==> src/fmc_pkg.sv <==
// Package for the fan monitor configuration register bank.
// Assumes a 40 MHz sys_clk and register indices mapped as byte address = 4 * index.
`default_nettype none

package fmc_pkg;

  localparam int ADDR_W = 12;

  // Register indices; byte address is four times the index
  localparam logic [7:0] IDX_INT_STATUS2 = 8'h42;
  localparam logic [7:0] IDX_LOCK_IO = 8'h60;
  localparam logic [7:0] IDX_TIMER_STATUS = 8'h79;
  localparam logic [7:0] IDX_TIMER_LIMIT = 8'h7A;
  localparam logic [7:0] IDX_TACH_COUNT = 8'h7B;
  localparam logic [7:0] IDX_RANGE_IO = 8'h7C;
  localparam logic [7:0] IDX_PIN_OT = 8'h7D;

  // Reset values
  localparam logic [7:0] RST_TIMER_LIMIT = 8'h00;
  localparam logic [7:0] RST_TACH_COUNT = 8'h55;
  localparam logic [7:0] RST_RANGE_IO = 8'h01;
  localparam logic [7:0] RST_PIN_OT = 8'h00;

  // Writable masks; reserved bits read zero
  localparam logic [7:0] MASK_RANGE_IO = 8'hEF;
  localparam logic [7:0] MASK_PIN_OT = 8'h2F;

  // Field positions
  localparam int POS_FAULT_FLAG = 5;
  localparam int POS_SIGNED = 0;
  localparam int POS_OFFSET_RANGE = 1;
  localparam int POS_IO_DIR = 2;
  localparam int POS_IO_POL = 3;
  localparam int POS_LIMIT_OFF0 = 5;
  localparam int POS_OT_OFF = 2;
  localparam int POS_LEVEL_SEL = 3;
  localparam int POS_BYPASS = 5;
  localparam int POS_LOCK = 0;
  localparam int POS_IO_VALUE = 1;
  localparam int POS_IO_PIN = 2;

  // Limit codes that switch a channel off in each encoding
  localparam logic [7:0] LIMIT_OFF_BIASED = 8'h00;
  localparam logic [7:0] LIMIT_OFF_SIGNED = 8'h80;

  // Timer step: 22.76 ms at a 25 ns clock
  localparam longint CLK_PERIOD_PS = 25000;
  localparam longint OT_STEP_PS = 64'd22760000000;
  localparam int OT_STEP_CYCLES = int'(OT_STEP_PS / CLK_PERIOD_PS);
  localparam logic [7:0] TIMER_FIRST_STEP = 8'h02;

  typedef enum logic [1:0]
  {
    PIN_TACH,
    PIN_OVERTEMP,
    PIN_ALERT,
    PIN_GENERAL_IO
  } fmc_pin_fn_type;

  typedef struct packed
  {
    logic out;
    logic oe;
  } fmc_pin_drive_type;

  typedef struct packed
  {
    logic force_full;
    logic force_max;
  } fmc_fan_cmd_type;

endpackage

`default_nettype wire

==> src/fmc_config_regs.sv <==
// Configuration, limit and overtemperature timer registers of the fan monitor.
// Assumes an APB master on sys_clk and an asynchronous multi-purpose pin.

`timescale 1ns/1ps
`default_nettype none

module fmc_config_regs #(
  parameter int STEP_CYCLES = fmc_pkg::OT_STEP_CYCLES,
  parameter int CHANNELS = 3,
  parameter int FANS = 4
) (
  input wire logic sys_clk,
  input wire logic rst_n,
  // APB slave
  input wire logic psel,
  input wire logic penable,
  input wire logic pwrite,
  input wire logic [fmc_pkg::ADDR_W-1:0] paddr,
  input wire logic [31:0] pwdata,
  output logic [31:0] prdata,
  output logic pready,
  output logic pslverr,
  // Multi-purpose pin
  input wire logic multi_pin_in,
  output fmc_pkg::fmc_pin_drive_type multi_pin_drive,
  output logic fourth_tach_input,
  // Temperature and alert path
  input wire logic [CHANNELS-1:0] temp_over_limit,
  input wire logic [CHANNELS*8-1:0] overtemp_limit_codes,
  input wire logic alert_request,
  output logic signed_range_sel,
  output logic offset_range_sel,
  output logic core_volt_attenuator_bypass,
  output logic [FANS*3-1:0] tach_pulse_counts,
  output fmc_pkg::fmc_fan_cmd_type fan_cmd,
  output logic fourth_fan_fault_flag
);

  localparam int PRE_W = $clog2(STEP_CYCLES + 1);
  localparam logic [PRE_W-1:0] PRE_LAST = PRE_W'(STEP_CYCLES - 1);

  // Register storage
  logic [7:0] time_limit_ff;
  logic [7:0] tach_sel_ff;
  logic [7:0] range_io_ff;
  logic [7:0] pin_ot_ff;
  logic lock_ff;
  logic io_value_ff;
  logic fault_flag_ff;
  logic assert_flag_ff;
  logic [7:0] time_count_ff;
  logic [PRE_W-1:0] prescale_ff;
  logic ot_seen_ff;
  logic pin_meta_ff;
  logic pin_sync_ff;
  logic [31:0] prdata_ff;
  logic pslverr_ff;
  logic sig_range_ff;
  logic off_range_ff;
  logic bypass_ff;
  logic [FANS*3-1:0] tach_counts_ff;
  fmc_pkg::fmc_pin_drive_type pin_drive_ff;
  fmc_pkg::fmc_fan_cmd_type fan_cmd_ff;
  logic tach_in_ff;

  // Bus decode
  logic setup_phase;
  logic access_done;
  logic wr_done;
  logic rd_done;
  logic addr_aligned;
  logic [7:0] idx;
  logic mapped;
  logic [7:0] nxt_rdata;

  // Derived controls
  fmc_pkg::fmc_pin_fn_type pin_fn;
  logic ot_asserted;
  logic ot_rise;
  logic step_tick;
  logic [7:0] nxt_time_count;
  logic fault_set;
  logic [CHANNELS-1:0] channel_exceeded;
  logic any_exceeded;
  logic [7:0] limit_off_code;
  logic [7:0] timer_status;

  // Zero-wait slave: data is staged in setup so it comes from a flop
  assign setup_phase = psel && !penable;
  assign access_done = psel && penable;
  assign wr_done = access_done && pwrite;
  assign rd_done = access_done && !pwrite;
  assign addr_aligned = (paddr[1:0] == 2'b00);
  assign idx = paddr[9:2];
  assign pready = 1'b1;
  assign prdata = prdata_ff;
  assign pslverr = pslverr_ff;

  always_comb
  begin
    mapped = 1'b1;
    case (idx)
      fmc_pkg::IDX_INT_STATUS2,
      fmc_pkg::IDX_LOCK_IO,
      fmc_pkg::IDX_TIMER_STATUS,
      fmc_pkg::IDX_TIMER_LIMIT,
      fmc_pkg::IDX_TACH_COUNT,
      fmc_pkg::IDX_RANGE_IO,
      fmc_pkg::IDX_PIN_OT: mapped = addr_aligned && (paddr[fmc_pkg::ADDR_W-1:10] == '0);
      default: mapped = 1'b0;
    endcase
  end

  // Status bit 0 is the assertion flag until the count reaches two steps
  always_comb
  begin
    timer_status = time_count_ff;
    if (time_count_ff < fmc_pkg::TIMER_FIRST_STEP)
    begin
      timer_status = {7'h00, assert_flag_ff};
    end
  end

  always_comb
  begin
    nxt_rdata = 8'h00;
    case (idx)
      fmc_pkg::IDX_INT_STATUS2: nxt_rdata[fmc_pkg::POS_FAULT_FLAG] = fault_flag_ff;
      fmc_pkg::IDX_LOCK_IO:
      begin
        nxt_rdata[fmc_pkg::POS_LOCK] = lock_ff;
        nxt_rdata[fmc_pkg::POS_IO_VALUE] = io_value_ff;
        nxt_rdata[fmc_pkg::POS_IO_PIN] = pin_sync_ff;
      end
      fmc_pkg::IDX_TIMER_STATUS: nxt_rdata = timer_status;
      fmc_pkg::IDX_TIMER_LIMIT: nxt_rdata = time_limit_ff;
      fmc_pkg::IDX_TACH_COUNT: nxt_rdata = tach_sel_ff;
      fmc_pkg::IDX_RANGE_IO: nxt_rdata = range_io_ff;
      fmc_pkg::IDX_PIN_OT: nxt_rdata = pin_ot_ff;
      default: nxt_rdata = 8'h00;
    endcase
  end

  always_ff @(posedge sys_clk or negedge rst_n)
  begin
    if (!rst_n)
    begin
      prdata_ff <= 32'h0000_0000;
      pslverr_ff <= 1'b0;
    end
    else if (setup_phase)
    begin
      prdata_ff <= (mapped && !pwrite) ? {24'h00_0000, nxt_rdata} : 32'h0000_0000;
      pslverr_ff <= !mapped;
    end
  end

  // Time limit, cleared at power-on
  always_ff @(posedge sys_clk or negedge rst_n)
  begin
    if (!rst_n)
    begin
      time_limit_ff <= fmc_pkg::RST_TIMER_LIMIT;
    end
    else if (wr_done && mapped && idx == fmc_pkg::IDX_TIMER_LIMIT)
    begin
      time_limit_ff <= pwdata[7:0];
    end
  end

  always_ff @(posedge sys_clk or negedge rst_n)
  begin
    if (!rst_n)
    begin
      tach_sel_ff <= fmc_pkg::RST_TACH_COUNT;
    end
    else if (wr_done && mapped && idx == fmc_pkg::IDX_TACH_COUNT)
    begin
      tach_sel_ff <= pwdata[7:0];
    end
  end

  // Configuration registers refuse writes silently once locked
  always_ff @(posedge sys_clk or negedge rst_n)
  begin
    if (!rst_n)
    begin
      range_io_ff <= fmc_pkg::RST_RANGE_IO;
      pin_ot_ff <= fmc_pkg::RST_PIN_OT;
    end
    else if (wr_done && mapped && !lock_ff)
    begin
      if (idx == fmc_pkg::IDX_RANGE_IO)
      begin
        range_io_ff <= pwdata[7:0] & fmc_pkg::MASK_RANGE_IO;
      end
      if (idx == fmc_pkg::IDX_PIN_OT)
      begin
        pin_ot_ff <= pwdata[7:0] & fmc_pkg::MASK_PIN_OT;
      end
    end
  end

  // Lock only releases with reset, so it cannot be undone by software
  always_ff @(posedge sys_clk or negedge rst_n)
  begin
    if (!rst_n)
    begin
      lock_ff <= 1'b0;
      io_value_ff <= 1'b0;
    end
    else if (wr_done && mapped && idx == fmc_pkg::IDX_LOCK_IO)
    begin
      lock_ff <= lock_ff | pwdata[fmc_pkg::POS_LOCK];
      io_value_ff <= pwdata[fmc_pkg::POS_IO_VALUE];
    end
  end

  // Pin synchroniser; only the second stage is used
  always_ff @(posedge sys_clk or negedge rst_n)
  begin
    if (!rst_n)
    begin
      pin_meta_ff <= 1'b1;
      pin_sync_ff <= 1'b1;
    end
    else
    begin
      pin_meta_ff <= multi_pin_in;
      pin_sync_ff <= pin_meta_ff;
    end
  end

  assign pin_fn = fmc_pkg::fmc_pin_fn_type'(pin_ot_ff[1:0]);
  // Overtemp input is active low and only heard in the overtemp pin role
  assign ot_asserted = (pin_fn == fmc_pkg::PIN_OVERTEMP) && !pin_sync_ff;
  assign ot_rise = ot_asserted && !ot_seen_ff;
  assign step_tick = ot_asserted && (prescale_ff == PRE_LAST);

  always_ff @(posedge sys_clk or negedge rst_n)
  begin
    if (!rst_n)
    begin
      ot_seen_ff <= 1'b0;
    end
    else
    begin
      ot_seen_ff <= ot_asserted;
    end
  end

  // Prescaler restarts on each assertion and idles while deasserted
  always_ff @(posedge sys_clk or negedge rst_n)
  begin
    if (!rst_n)
    begin
      prescale_ff <= '0;
    end
    else if (!ot_asserted || step_tick)
    begin
      prescale_ff <= '0;
    end
    else
    begin
      prescale_ff <= prescale_ff + 1'b1;
    end
  end

  // Count saturates rather than wrapping so long assertions stay visible
  always_comb
  begin
    nxt_time_count = time_count_ff;
    if (rd_done && mapped && idx == fmc_pkg::IDX_TIMER_STATUS)
    begin
      nxt_time_count = 8'h00;
    end
    if (step_tick && time_count_ff != 8'hFF)
    begin
      nxt_time_count = (rd_done && mapped && idx == fmc_pkg::IDX_TIMER_STATUS) ? 8'h01
        : time_count_ff + 8'h01;
    end
  end

  always_ff @(posedge sys_clk or negedge rst_n)
  begin
    if (!rst_n)
    begin
      time_count_ff <= 8'h00;
    end
    else
    begin
      time_count_ff <= nxt_time_count;
    end
  end

  // Assertion flag: a new assertion wins over a clearing read
  always_ff @(posedge sys_clk or negedge rst_n)
  begin
    if (!rst_n)
    begin
      assert_flag_ff <= 1'b0;
    end
    else if (ot_rise)
    begin
      assert_flag_ff <= 1'b1;
    end
    else if (rd_done && mapped && idx == fmc_pkg::IDX_TIMER_STATUS)
    begin
      assert_flag_ff <= 1'b0;
    end
  end

  // Compared against the count after each step
  assign fault_set = (step_tick && (time_count_ff + 9'h001) > {1'b0, time_limit_ff})
    || (ot_rise && time_limit_ff == 8'h00);

  always_ff @(posedge sys_clk or negedge rst_n)
  begin
    if (!rst_n)
    begin
      fault_flag_ff <= 1'b0;
    end
    else if (fault_set)
    begin
      fault_flag_ff <= 1'b1;
    end
    else if (rd_done && mapped && idx == fmc_pkg::IDX_INT_STATUS2)
    begin
      fault_flag_ff <= 1'b0;
    end
  end

  // Disabled-limit code follows the live encoding, so a switch applies at once
  assign limit_off_code = range_io_ff[fmc_pkg::POS_SIGNED] ? fmc_pkg::LIMIT_OFF_SIGNED
    : fmc_pkg::LIMIT_OFF_BIASED;

  genvar ch;
  generate
    for (ch = 0; ch < CHANNELS; ch++)
    begin : g_channel
      assign channel_exceeded[ch] = temp_over_limit[ch]
        && !range_io_ff[fmc_pkg::POS_LIMIT_OFF0 + ch]
        && (overtemp_limit_codes[ch*8 +: 8] != limit_off_code);
    end
  endgenerate

  assign any_exceeded = |channel_exceeded;

  // Fan response does not depend on whether the pin may drive
  always_ff @(posedge sys_clk or negedge rst_n)
  begin
    if (!rst_n)
    begin
      fan_cmd_ff <= '0;
    end
    else
    begin
      fan_cmd_ff.force_full <= any_exceeded && !pin_ot_ff[fmc_pkg::POS_LEVEL_SEL];
      fan_cmd_ff.force_max <= any_exceeded && pin_ot_ff[fmc_pkg::POS_LEVEL_SEL];
    end
  end

  // Pin drive per role; overtemp and alert are open-drain low
  always_ff @(posedge sys_clk or negedge rst_n)
  begin
    if (!rst_n)
    begin
      pin_drive_ff <= '0;
    end
    else
    begin
      pin_drive_ff <= '0;
      unique case (pin_fn)
        fmc_pkg::PIN_TACH: pin_drive_ff <= '0;
        fmc_pkg::PIN_OVERTEMP:
        begin
          pin_drive_ff.oe <= any_exceeded && !pin_ot_ff[fmc_pkg::POS_OT_OFF];
        end
        fmc_pkg::PIN_ALERT: pin_drive_ff.oe <= alert_request;
        fmc_pkg::PIN_GENERAL_IO:
        begin
          pin_drive_ff.oe <= range_io_ff[fmc_pkg::POS_IO_DIR];
          // Polarity clear means an asserted value drives low
          pin_drive_ff.out <= io_value_ff ~^ range_io_ff[fmc_pkg::POS_IO_POL];
        end
      endcase
    end
  end

  always_ff @(posedge sys_clk or negedge rst_n)
  begin
    if (!rst_n)
    begin
      tach_in_ff <= 1'b1;
    end
    else
    begin
      tach_in_ff <= (pin_fn == fmc_pkg::PIN_TACH) ? pin_sync_ff : 1'b1;
    end
  end

  // Per-fan pulse count is the selector plus one
  genvar fn;
  generate
    for (fn = 0; fn < FANS; fn++)
    begin : g_fan
      always_ff @(posedge sys_clk or negedge rst_n)
      begin
        if (!rst_n)
        begin
          tach_counts_ff[fn*3 +: 3] <= 3'h2;
        end
        else
        begin
          tach_counts_ff[fn*3 +: 3] <= {1'b0, tach_sel_ff[fn*2 +: 2]} + 3'h1;
        end
      end
    end
  endgenerate

  always_ff @(posedge sys_clk or negedge rst_n)
  begin
    if (!rst_n)
    begin
      sig_range_ff <= 1'b1;
      off_range_ff <= 1'b0;
      bypass_ff <= 1'b0;
    end
    else
    begin
      sig_range_ff <= range_io_ff[fmc_pkg::POS_SIGNED];
      off_range_ff <= range_io_ff[fmc_pkg::POS_OFFSET_RANGE];
      bypass_ff <= pin_ot_ff[fmc_pkg::POS_BYPASS];
    end
  end

  assign signed_range_sel = sig_range_ff;
  assign offset_range_sel = off_range_ff;
  assign core_volt_attenuator_bypass = bypass_ff;
  assign tach_pulse_counts = tach_counts_ff;
  assign fan_cmd = fan_cmd_ff;
  assign multi_pin_drive = pin_drive_ff;
  assign fourth_tach_input = tach_in_ff;
  assign fourth_fan_fault_flag = fault_flag_ff;

endmodule // fmc_config_regs

`default_nettype wire

==> config.mk <==
export PLATFORM = sky130hd
export DESIGN_NAME = fmc_config_regs
export DESIGN_NICKNAME = d
export VERILOG_FILES = /design/src/fmc_pkg.sv /design/src/fmc_config_regs.sv
export SDC_FILE = /design/constraint.sdc
export NUM_CORES = 1
export LEC_CHECK = 0
export BUFFER_PORTS_ARGS = -buffer_cell sky130_fd_sc_hd__buf_2
export CELL_PAD_IN_SITES_DETAIL_PLACEMENT = 1
export CELL_PAD_IN_SITES_GLOBAL_PLACEMENT = 2
export CORE_UTILIZATION = 35
export DETAILED_ROUTE_END_ITERATION = 6
export GPL_TIMING_DRIVEN = 0
export PLACE_DENSITY_LB_ADDON = 0.1
export SYNTH_ARGS = -nofsm -noshare
export SYNTH_HDL_FRONTEND = slang
export SYNTH_SLANG_ARGS = --single-unit
export TNS_END_PERCENT = 1
==> constraint.sdc <==
create_clock -name sys_clk -period 3.5 [get_ports sys_clk]
set_input_delay 0.525 -clock sys_clk [delete_from_list [all_inputs] [get_ports sys_clk]]
set_output_delay 0.525 -clock sys_clk [all_outputs]
set_load 0.01 [all_outputs]
==> results.json, run 1 <==
{
  "status": "finished clean",
  "drive_gt1_frac": 0.308,
  "syn-instance-count": 451,
  "num_io_pins": 133,
  "synth_async_sr_flop_share": 1.00,
  "pwr-share-clk": 0.466,
  "track_usage": 0.196,
  "ys_ff_latch": 92,
  "core_region_area_um2": 13300,
  "p_sw_uw": 517,
  "cts_buffers": 9,
  "swShare": 0.227,
  "peakVddDrop_mv": 0.197,
  "hold_viol_final": 0,
  "grt_max_degree": 58,
  "r2r-start": "prescale_ff[0]",
  "synthToLayoutAreaGrowth_pct": 22.1,
  "floorplan.initialDensity": 0.360,
  "ant_nets": 0,
  "fin_crit_ns": 2.58,
  "gp_congestion": 0.840,
  "arrival_ns": 2.79,
  "setup_ws_ns": 0.922,
  "rsz0062_at_grt": "false",
  "critPathLaunch": "prescale_ff[0]",
  "gr-total-overflow": 0,
  "reg2reg_depth": 6,
  "synthSimpleGateAreaFrac": 0.174,
  "num_rows": 42,
  "drt-wirelength-per-cell_um": 17.2,
  "period_share": 0.737,
  "seq_power_share": 0.471,
  "synthXorXnorAreaFrac": 0.0586,
  "min_path_type": "primary input to async pin",
  "insertion_delay_ns": 0.35,
  "vias_per_cell": 5.05,
  "rr_endpoint": "prescale_ff[16]",
  "antenna_cells": 0,
  "die_w_um": 119,
  "final_util": 0.440,
  "slew_headroom": 0.253,
  "max_cap_viol_count": 0,
  "synth_seq_area_share": 0.484,
  "netlist_area_um2": 4790,
  "antenna_found_initial": 0,
  "final_common_cell": "buf_2",
  "maxSlewViolCount": 0,
  "hold_slack_ns": 0.133,
  "worst_clock_skew_ns": 0.00732,
  "io_buffers": 81,
  "cts_tree": "yes",
  "fmax_mhz": 388,
  "p_int_uw": 1760,
  "cts.repair.resized": 0,
  "synth.area.mux_share": 0.0983,
  "post_cts_buffers": 0,
  "drt_iter0_markers": 147,
  "final_cell_mix": "buf_2 (81), dfrtp_1 (79), nor2_1 (37), nand2_1 (33), buf_4 (26)",
  "synthAdderAreaFrac": 0.0366,
  "ys_types": 60,
  "worstMarginPinSlew_ns": 1.11,
  "layout.nets": 659,
  "syn_area_per_cell_um2": 10.6,
  "setup_violations": 0,
  "end_kind": "register",
  "dp_slack_ns": 0.553,
  "drc": 0,
  "drtPass1Iterations": 4,
  "cts_max_level": 3,
  "r2r_setup_slack_ns": 0.92,
  "combPwrFrac": 0.063,
  "wl_mm": 12.9,
  "postCtsHoldBufs": 0,
  "critPathKind": "register to register",
  "power_density_nw_per_um2": 389,
  "yosys_warnings": 0,
  "grt_pass1_wl_mm": 21.5,
  "startpoint_type": "register",
  "cts-root-buf": "clkbuf_16",
  "clk_pin_slew_worst_paths_ns": 0.07,
  "synth-compound-area-share": 0.0795,
  "crit_required_ns": 3.71,
  "crit_end": "prescale_ff[16]",
  "via_count": 3779,
  "synth_top_family_by_area": "simple AND/OR/NAND/NOR gates",
  "place.detailed.hpwl_mm": 9.87,
  "die_h_um": 119,
  "synthFlopType": "dfrtp_1",
  "finalSetupTns_ns": 0,
  "critical_path.max_fanout": 10,
  "synth-edff-count": 0,
  "power.total_uw": 2270,
  "die-area_um2": 14100,
  "grt_pass1_vias": 3982,
  "clock_sink_count": 92,
  "cellLeakagePower_uw": 0.00272,
  "clock_tree.buffer_depth": 2
}
[how the worst min path moves through the flow]
stage | endpoint | cells after the start | slack, ns
floorplan | assert_flag_ff | 0 | 0.23
global placement | pin_sync_ff | 0 | 0.35
detailed placement | pin_sync_ff | 0 | 0.35
CTS | tach_pulse_counts[11] | 1 | 0.15
global route | tach_pulse_counts[11] | 1 | 0.17
finish | tach_pulse_counts[11] | 1 | 0.13
[worst max-delay path: stages, from the launching register on]
cell and delay, ns:
dfrtp_1 0.39, ha_1 0.25, and4_1 0.28, nand4_1 0.29, o21ai_1 0.68, clkbuf_1 0.45
nor2_1 0.11
[cell type report]
cell class                 instances  area [um^2]
fill                            1549         7450
sequential                        92         2320
multi-input combinational        324         2230
timing repair buffer              82          435
buffer                            36          238
clock buffer                      10          229
tap                              176          220
clock inverter                     6         87.6
inverter                          22         82.6
[kinds of logic (layout without fill, tap and decap cells)]
logic type | Yosys count | after routing
adder cells (fa/ha/maj) | 14 | 14
other | 2 | 25
XOR/XNOR | 32 | 32
multiplexers | 40 | 40
flip-flops | 92 | 92
buffers and inverters | 58 | 156
AND/OR/NAND/NOR | 158 | 158
AO/OA/AOI/OAI | 55 | 55
[state kept, by name, indices dropped and copies added (netlist names), 2 cells and up]
signal and cells:
fan_cmd 2, multi_pin_drive 2, pin_ot_ff 5, prdata 8, prescale_ff 20, range_io_ff 7
tach_pulse_counts 12, tach_sel_ff 8, time_count_ff 8, time_limit_ff 8
[power groups by stage]
stage / sequential (uW) / clock, uW / combinational (uW)
after floorplan: 1090 / 0 / 65.8
after global placement: 1090 / 0 / 136
after detailed placement: 1090 / 0 / 144
after CTS: 1070 / 1100 / 144
after global routing: 1070 / 1130 / 160
final: 1070 / 1060 / 143
[per-layer routing]
metal / vias up / global-route usage / share of wire / wire [um]
met5: - / 0 / 0 / 0
met4: 0 / 0.0578 / 0.016 / 209
met3: 12 / 0.0469 / 0.049 / 633
met2: 99 / 0.317 / 0.47 / 6020
met1: 1878 / 0.261 / 0.47 / 5990
li1: 1790 / - / - / -
[through the flow]
step	instance area (um^2)	std cells
3_3_place_gp	5500	731
4_1_cts	5840	748
2_1_floorplan	4870	474
5_1_grt	5840	748
6_report	5840	748
3_5_place_dp	5530	732
[synthesized netlist by cell type (2+ instances only)]
master | count | area (um^2)
or2_2 | 2 | 12.5
dfstp_2 | 13 | 342
ha_1 | 14 | 175
mux2i_1 | 8 | 80.1
xor2_1 | 13 | 114
a41o_1 | 2 | 20.0
or4_1 | 2 | 15.0
o22ai_1 | 2 | 12.5
inv_1 | 22 | 82.6
nand2_1 | 33 | 124
nor4b_1 | 3 | 26.3
and3_1 | 12 | 75.1
a21oi_1 | 4 | 20.0
buf_4 | 25 | 188
and3b_1 | 2 | 17.5
a32oi_1 | 2 | 17.5
nor2_1 | 37 | 139
nand4_1 | 9 | 56.3
nor4_1 | 10 | 62.6
nand2b_1 | 4 | 25.0
a31oi_1 | 3 | 18.8
nand3_1 | 13 | 65.1
nor3_1 | 14 | 70.1
a211oi_1 | 3 | 22.5
nor2b_1 | 3 | 18.8
o21ai_0 | 17 | 85.1
mux2_4 | 8 | 120
or3_1 | 2 | 12.5
nand3b_1 | 2 | 15.0
a2111oi_0 | 2 | 17.5
clkbuf_1 | 8 | 30.0
dfrtp_1 | 79 | 1980
conb_1 | 2 | 7.51
a22oi_1 | 3 | 22.5
mux2_2 | 24 | 270
a22o_1 | 4 | 35.0
xnor2_1 | 19 | 166
a311oi_1 | 4 | 35.0
(Power assumes the default switching activity.)
==> run 2, diff against run 1 <==
--- a/config.mk
+++ b/config.mk
@@ -8,7 +8,7 @@
 export BUFFER_PORTS_ARGS = -buffer_cell sky130_fd_sc_hd__buf_2
 export CELL_PAD_IN_SITES_DETAIL_PLACEMENT = 1
 export CELL_PAD_IN_SITES_GLOBAL_PLACEMENT = 2
-export CORE_UTILIZATION = 35
+export CORE_UTILIZATION = 29
 export DETAILED_ROUTE_END_ITERATION = 6
 export GPL_TIMING_DRIVEN = 0
 export PLACE_DENSITY_LB_ADDON = 0.1
==> constraint.sdc (replaced) <==
create_clock -name sys_clk -period 2.16 [get_ports sys_clk]
set_input_delay 0.324 -clock sys_clk [delete_from_list [all_inputs] [get_ports sys_clk]]
set_output_delay 0.324 -clock sys_clk [all_outputs]
set_load 0.01 [all_outputs]
==> run 2 against run 1 <==
Clock-buffer cell count increased by 3. Wire length increased by 2.9%. Worst setup slack got worse by 0.89 ns. Clock skew decreased by 0.0025 ns. Die area increased by 20%. Sequential power increased by 63%. Hold slack got worse by 0.056 ns.
==> results.json, run 2 (same netlist as run 1, synthesis figures left out) <==
{
  "clock_tree.buffer_depth": 2,
  "insertion_delay_ns": 0.34,
  "worstMarginPinSlew_ns": 0.769,
  "die_w_um": 130,
  "core_region_area_um2": 16000,
  "slew_headroom": 0.482,
  "gp_congestion": 0.784,
  "arrival_ns": 2.35,
  "power.total_uw": 3590,
  "critical_path.max_fanout": 4,
  "power_density_nw_per_um2": 594,
  "placed_cells": 772,
  "largest_reg_flops": 20,
  "top_register": "prescale_ff",
  "floorplan.initialDensity": 0.299,
  "r2r-start": "time_count_ff[1]",
  "drt-wirelength-per-cell_um": 16.7,
  "crit_slowest_cell": "dfrtp_2",
  "track_usage": 0.169,
  "critPathBufInv": 1,
  "wl_mm": 13.2,
  "final_util": 0.378,
  "min_path_type": "primary input to register",
  "worstHoldEndpoint": "pin_meta_ff",
  "antenna_found_initial": 0,
  "die_h_um": 130,
  "fillers": 1836,
  "rr_endpoint": "fourth_fan_fault_flag",
  "gr-total-overflow": 0,
  "end_kind": "register",
  "path_depth": 9,
  "num_rows": 46,
  "fin_crit_ns": 2.13,
  "drc": 0,
  "crit_required_ns": 2.38,
  "r2r_setup_slack_ns": 0.03,
  "peakVddDrop_mv": 0.358,
  "startpoint_type": "register",
  "fin_cells": 791,
  "cellLeakagePower_uw": 0.00273,
  "vias_per_cell": 4.75,
  "hold_viol_final": 0,
  "grt_max_degree": 66,
  "grt_pass1_vias": 3925,
  "antenna_cells": 0,
  "cpLargestDelayFamily": "simple AND/OR/NAND/NOR gates",
  "worst_clock_skew_ns": 0.00485,
  "whs_path_depth": 1,
  "cts_buffers": 9,
  "place.detailed.hpwl_mm": 10.3,
  "period_share": 0.986,
  "dp_slack_ns": -0.520,
  "reg2reg_depth": 9,
  "grt_pass1_wl_mm": 21.4,
  "max_cap_viol_count": 0,
  "status": "finished clean",
  "crit_chain": "buf_4, and3_2, and3_1, and3_1, xnor2_1, ha_1, nand4_1, o21ai_0, o21ai_1",
  "layout.nets": 662,
  "io_buffers": 81,
  "drtPass1Iterations": 4,
  "cts_tree": "yes",
  "num_io_pins": 133,
  "critPathKind": "register to register",
  "clk_pin_slew_worst_paths_ns": 0.07,
  "setup_violations": 0,
  "cts-root-buf": "clkbuf_16",
  "drt_iter0_markers": 119,
  "fmax_mhz": 470,
  "clock_sink_count": 92,
  "die-area_um2": 17000,
  "setup_ws_ns": 0.0305,
  "synthToLayoutAreaGrowth_pct": 26.3,
  "drive_gt1_frac": 0.343,
  "finalSetupTns_ns": 0,
  "hp-start": "multi_pin_in",
  "via_count": 3757,
  "ant_nets": 0,
  "worst_path_most_repeated_cell": "and3_1",
  "cts_max_level": 3,
  "final_common_cell": "buf_2",
  "rsz0062_at_grt": "true",
  "final_cell_mix": "buf_2 (81), dfrtp_1 (77), nor2_1 (35), nand2_1 (33), buf_4 (30)",
  "maxSlewViolCount": 0,
  "crit_path_max_incr_delay_ns": 0.43
}
-- run 2: changes by cell type in the layout (fill, tap and decap cells not counted), sizes merged --
cell / change
dlygate4sd3: +1
clkinvlp: +2
clkinv: -3
inv: -1
clkbuf: +1
buf: +4
bufinv: -1
-- run 2: worst max-delay path by stage --
stage,from,endpoint,slack [ns]
floorplan,paddr[1],tach_sel_ff[1],-0.02
global placement,paddr[9],tach_sel_ff[3],-0.49
detailed placement,paddr[9],time_limit_ff[2],-0.52
CTS,prescale_ff[0],time_count_ff[7],-0.15
global route,time_count_ff[1],fourth_fan_fault_flag,-0.08
finish,time_count_ff[1],fourth_fan_fault_flag,0.03
-- run 2: worst register-to-register path: cells and delay by family (launching register included) --
family / cells / cell delay (ns)
compound gates: 2 / 0.26
simple gates: 4 / 0.72
xor+xnor: 1 / 0.15
fa+ha+maj: 1 / 0.30
flops: 1 / 0.43
buf+inv: 1 / 0.16
-- run 2: through the flow --
| stage | hold slack, ns | area, um^2 |
|---|---|---|
| after detailed placement | 0.278 | 5580 |
| after floorplan | 0.0284 | 4880 |
| after global placement | 0.347 | 5550 |
| after global routing | 0.0571 | 6040 |
| after CTS | 0.0575 | 5940 |
| final | 0.0767 | 6040 |
-- run 2: report_power, final --
group	total (uW)	internal (uW)	switching, uW
combinational	236	98.0	138
clock	1620	961	659
sequential	1740	1730	3.50
-- run 2: timing repair --
action,in CTS,in global routing
buffers inserted,2,2
hold buffers,1,0
gates resized for setup,8,19
gates cloned,0,0
endpoints found under the hold margin,21,0
setup endpoints to repair,39,45
pin swaps,0,7
-- run 2: metal layers --
layer	global-route usage	share of wire	vias to the layer above
met5	0	0	-
met4	0.0419	0.0092	0
met3	0.0411	0.034	10
met2	0.303	0.53	58
met1	0.202	0.42	1903
li1	-	-	1786
-- run 2: area by class of cell --
cell class	instances	area, um^2	area share
multi-input combinational	324	2360	0.390
sequential	92	2320	0.384
timing repair buffer	87	475	0.0787
tap	216	270	0.0447
clock buffer	13	260	0.0431
buffer	34	230	0.0381
inverter	22	82.6	0.0137
clock inverter	3	45.0	0.00745
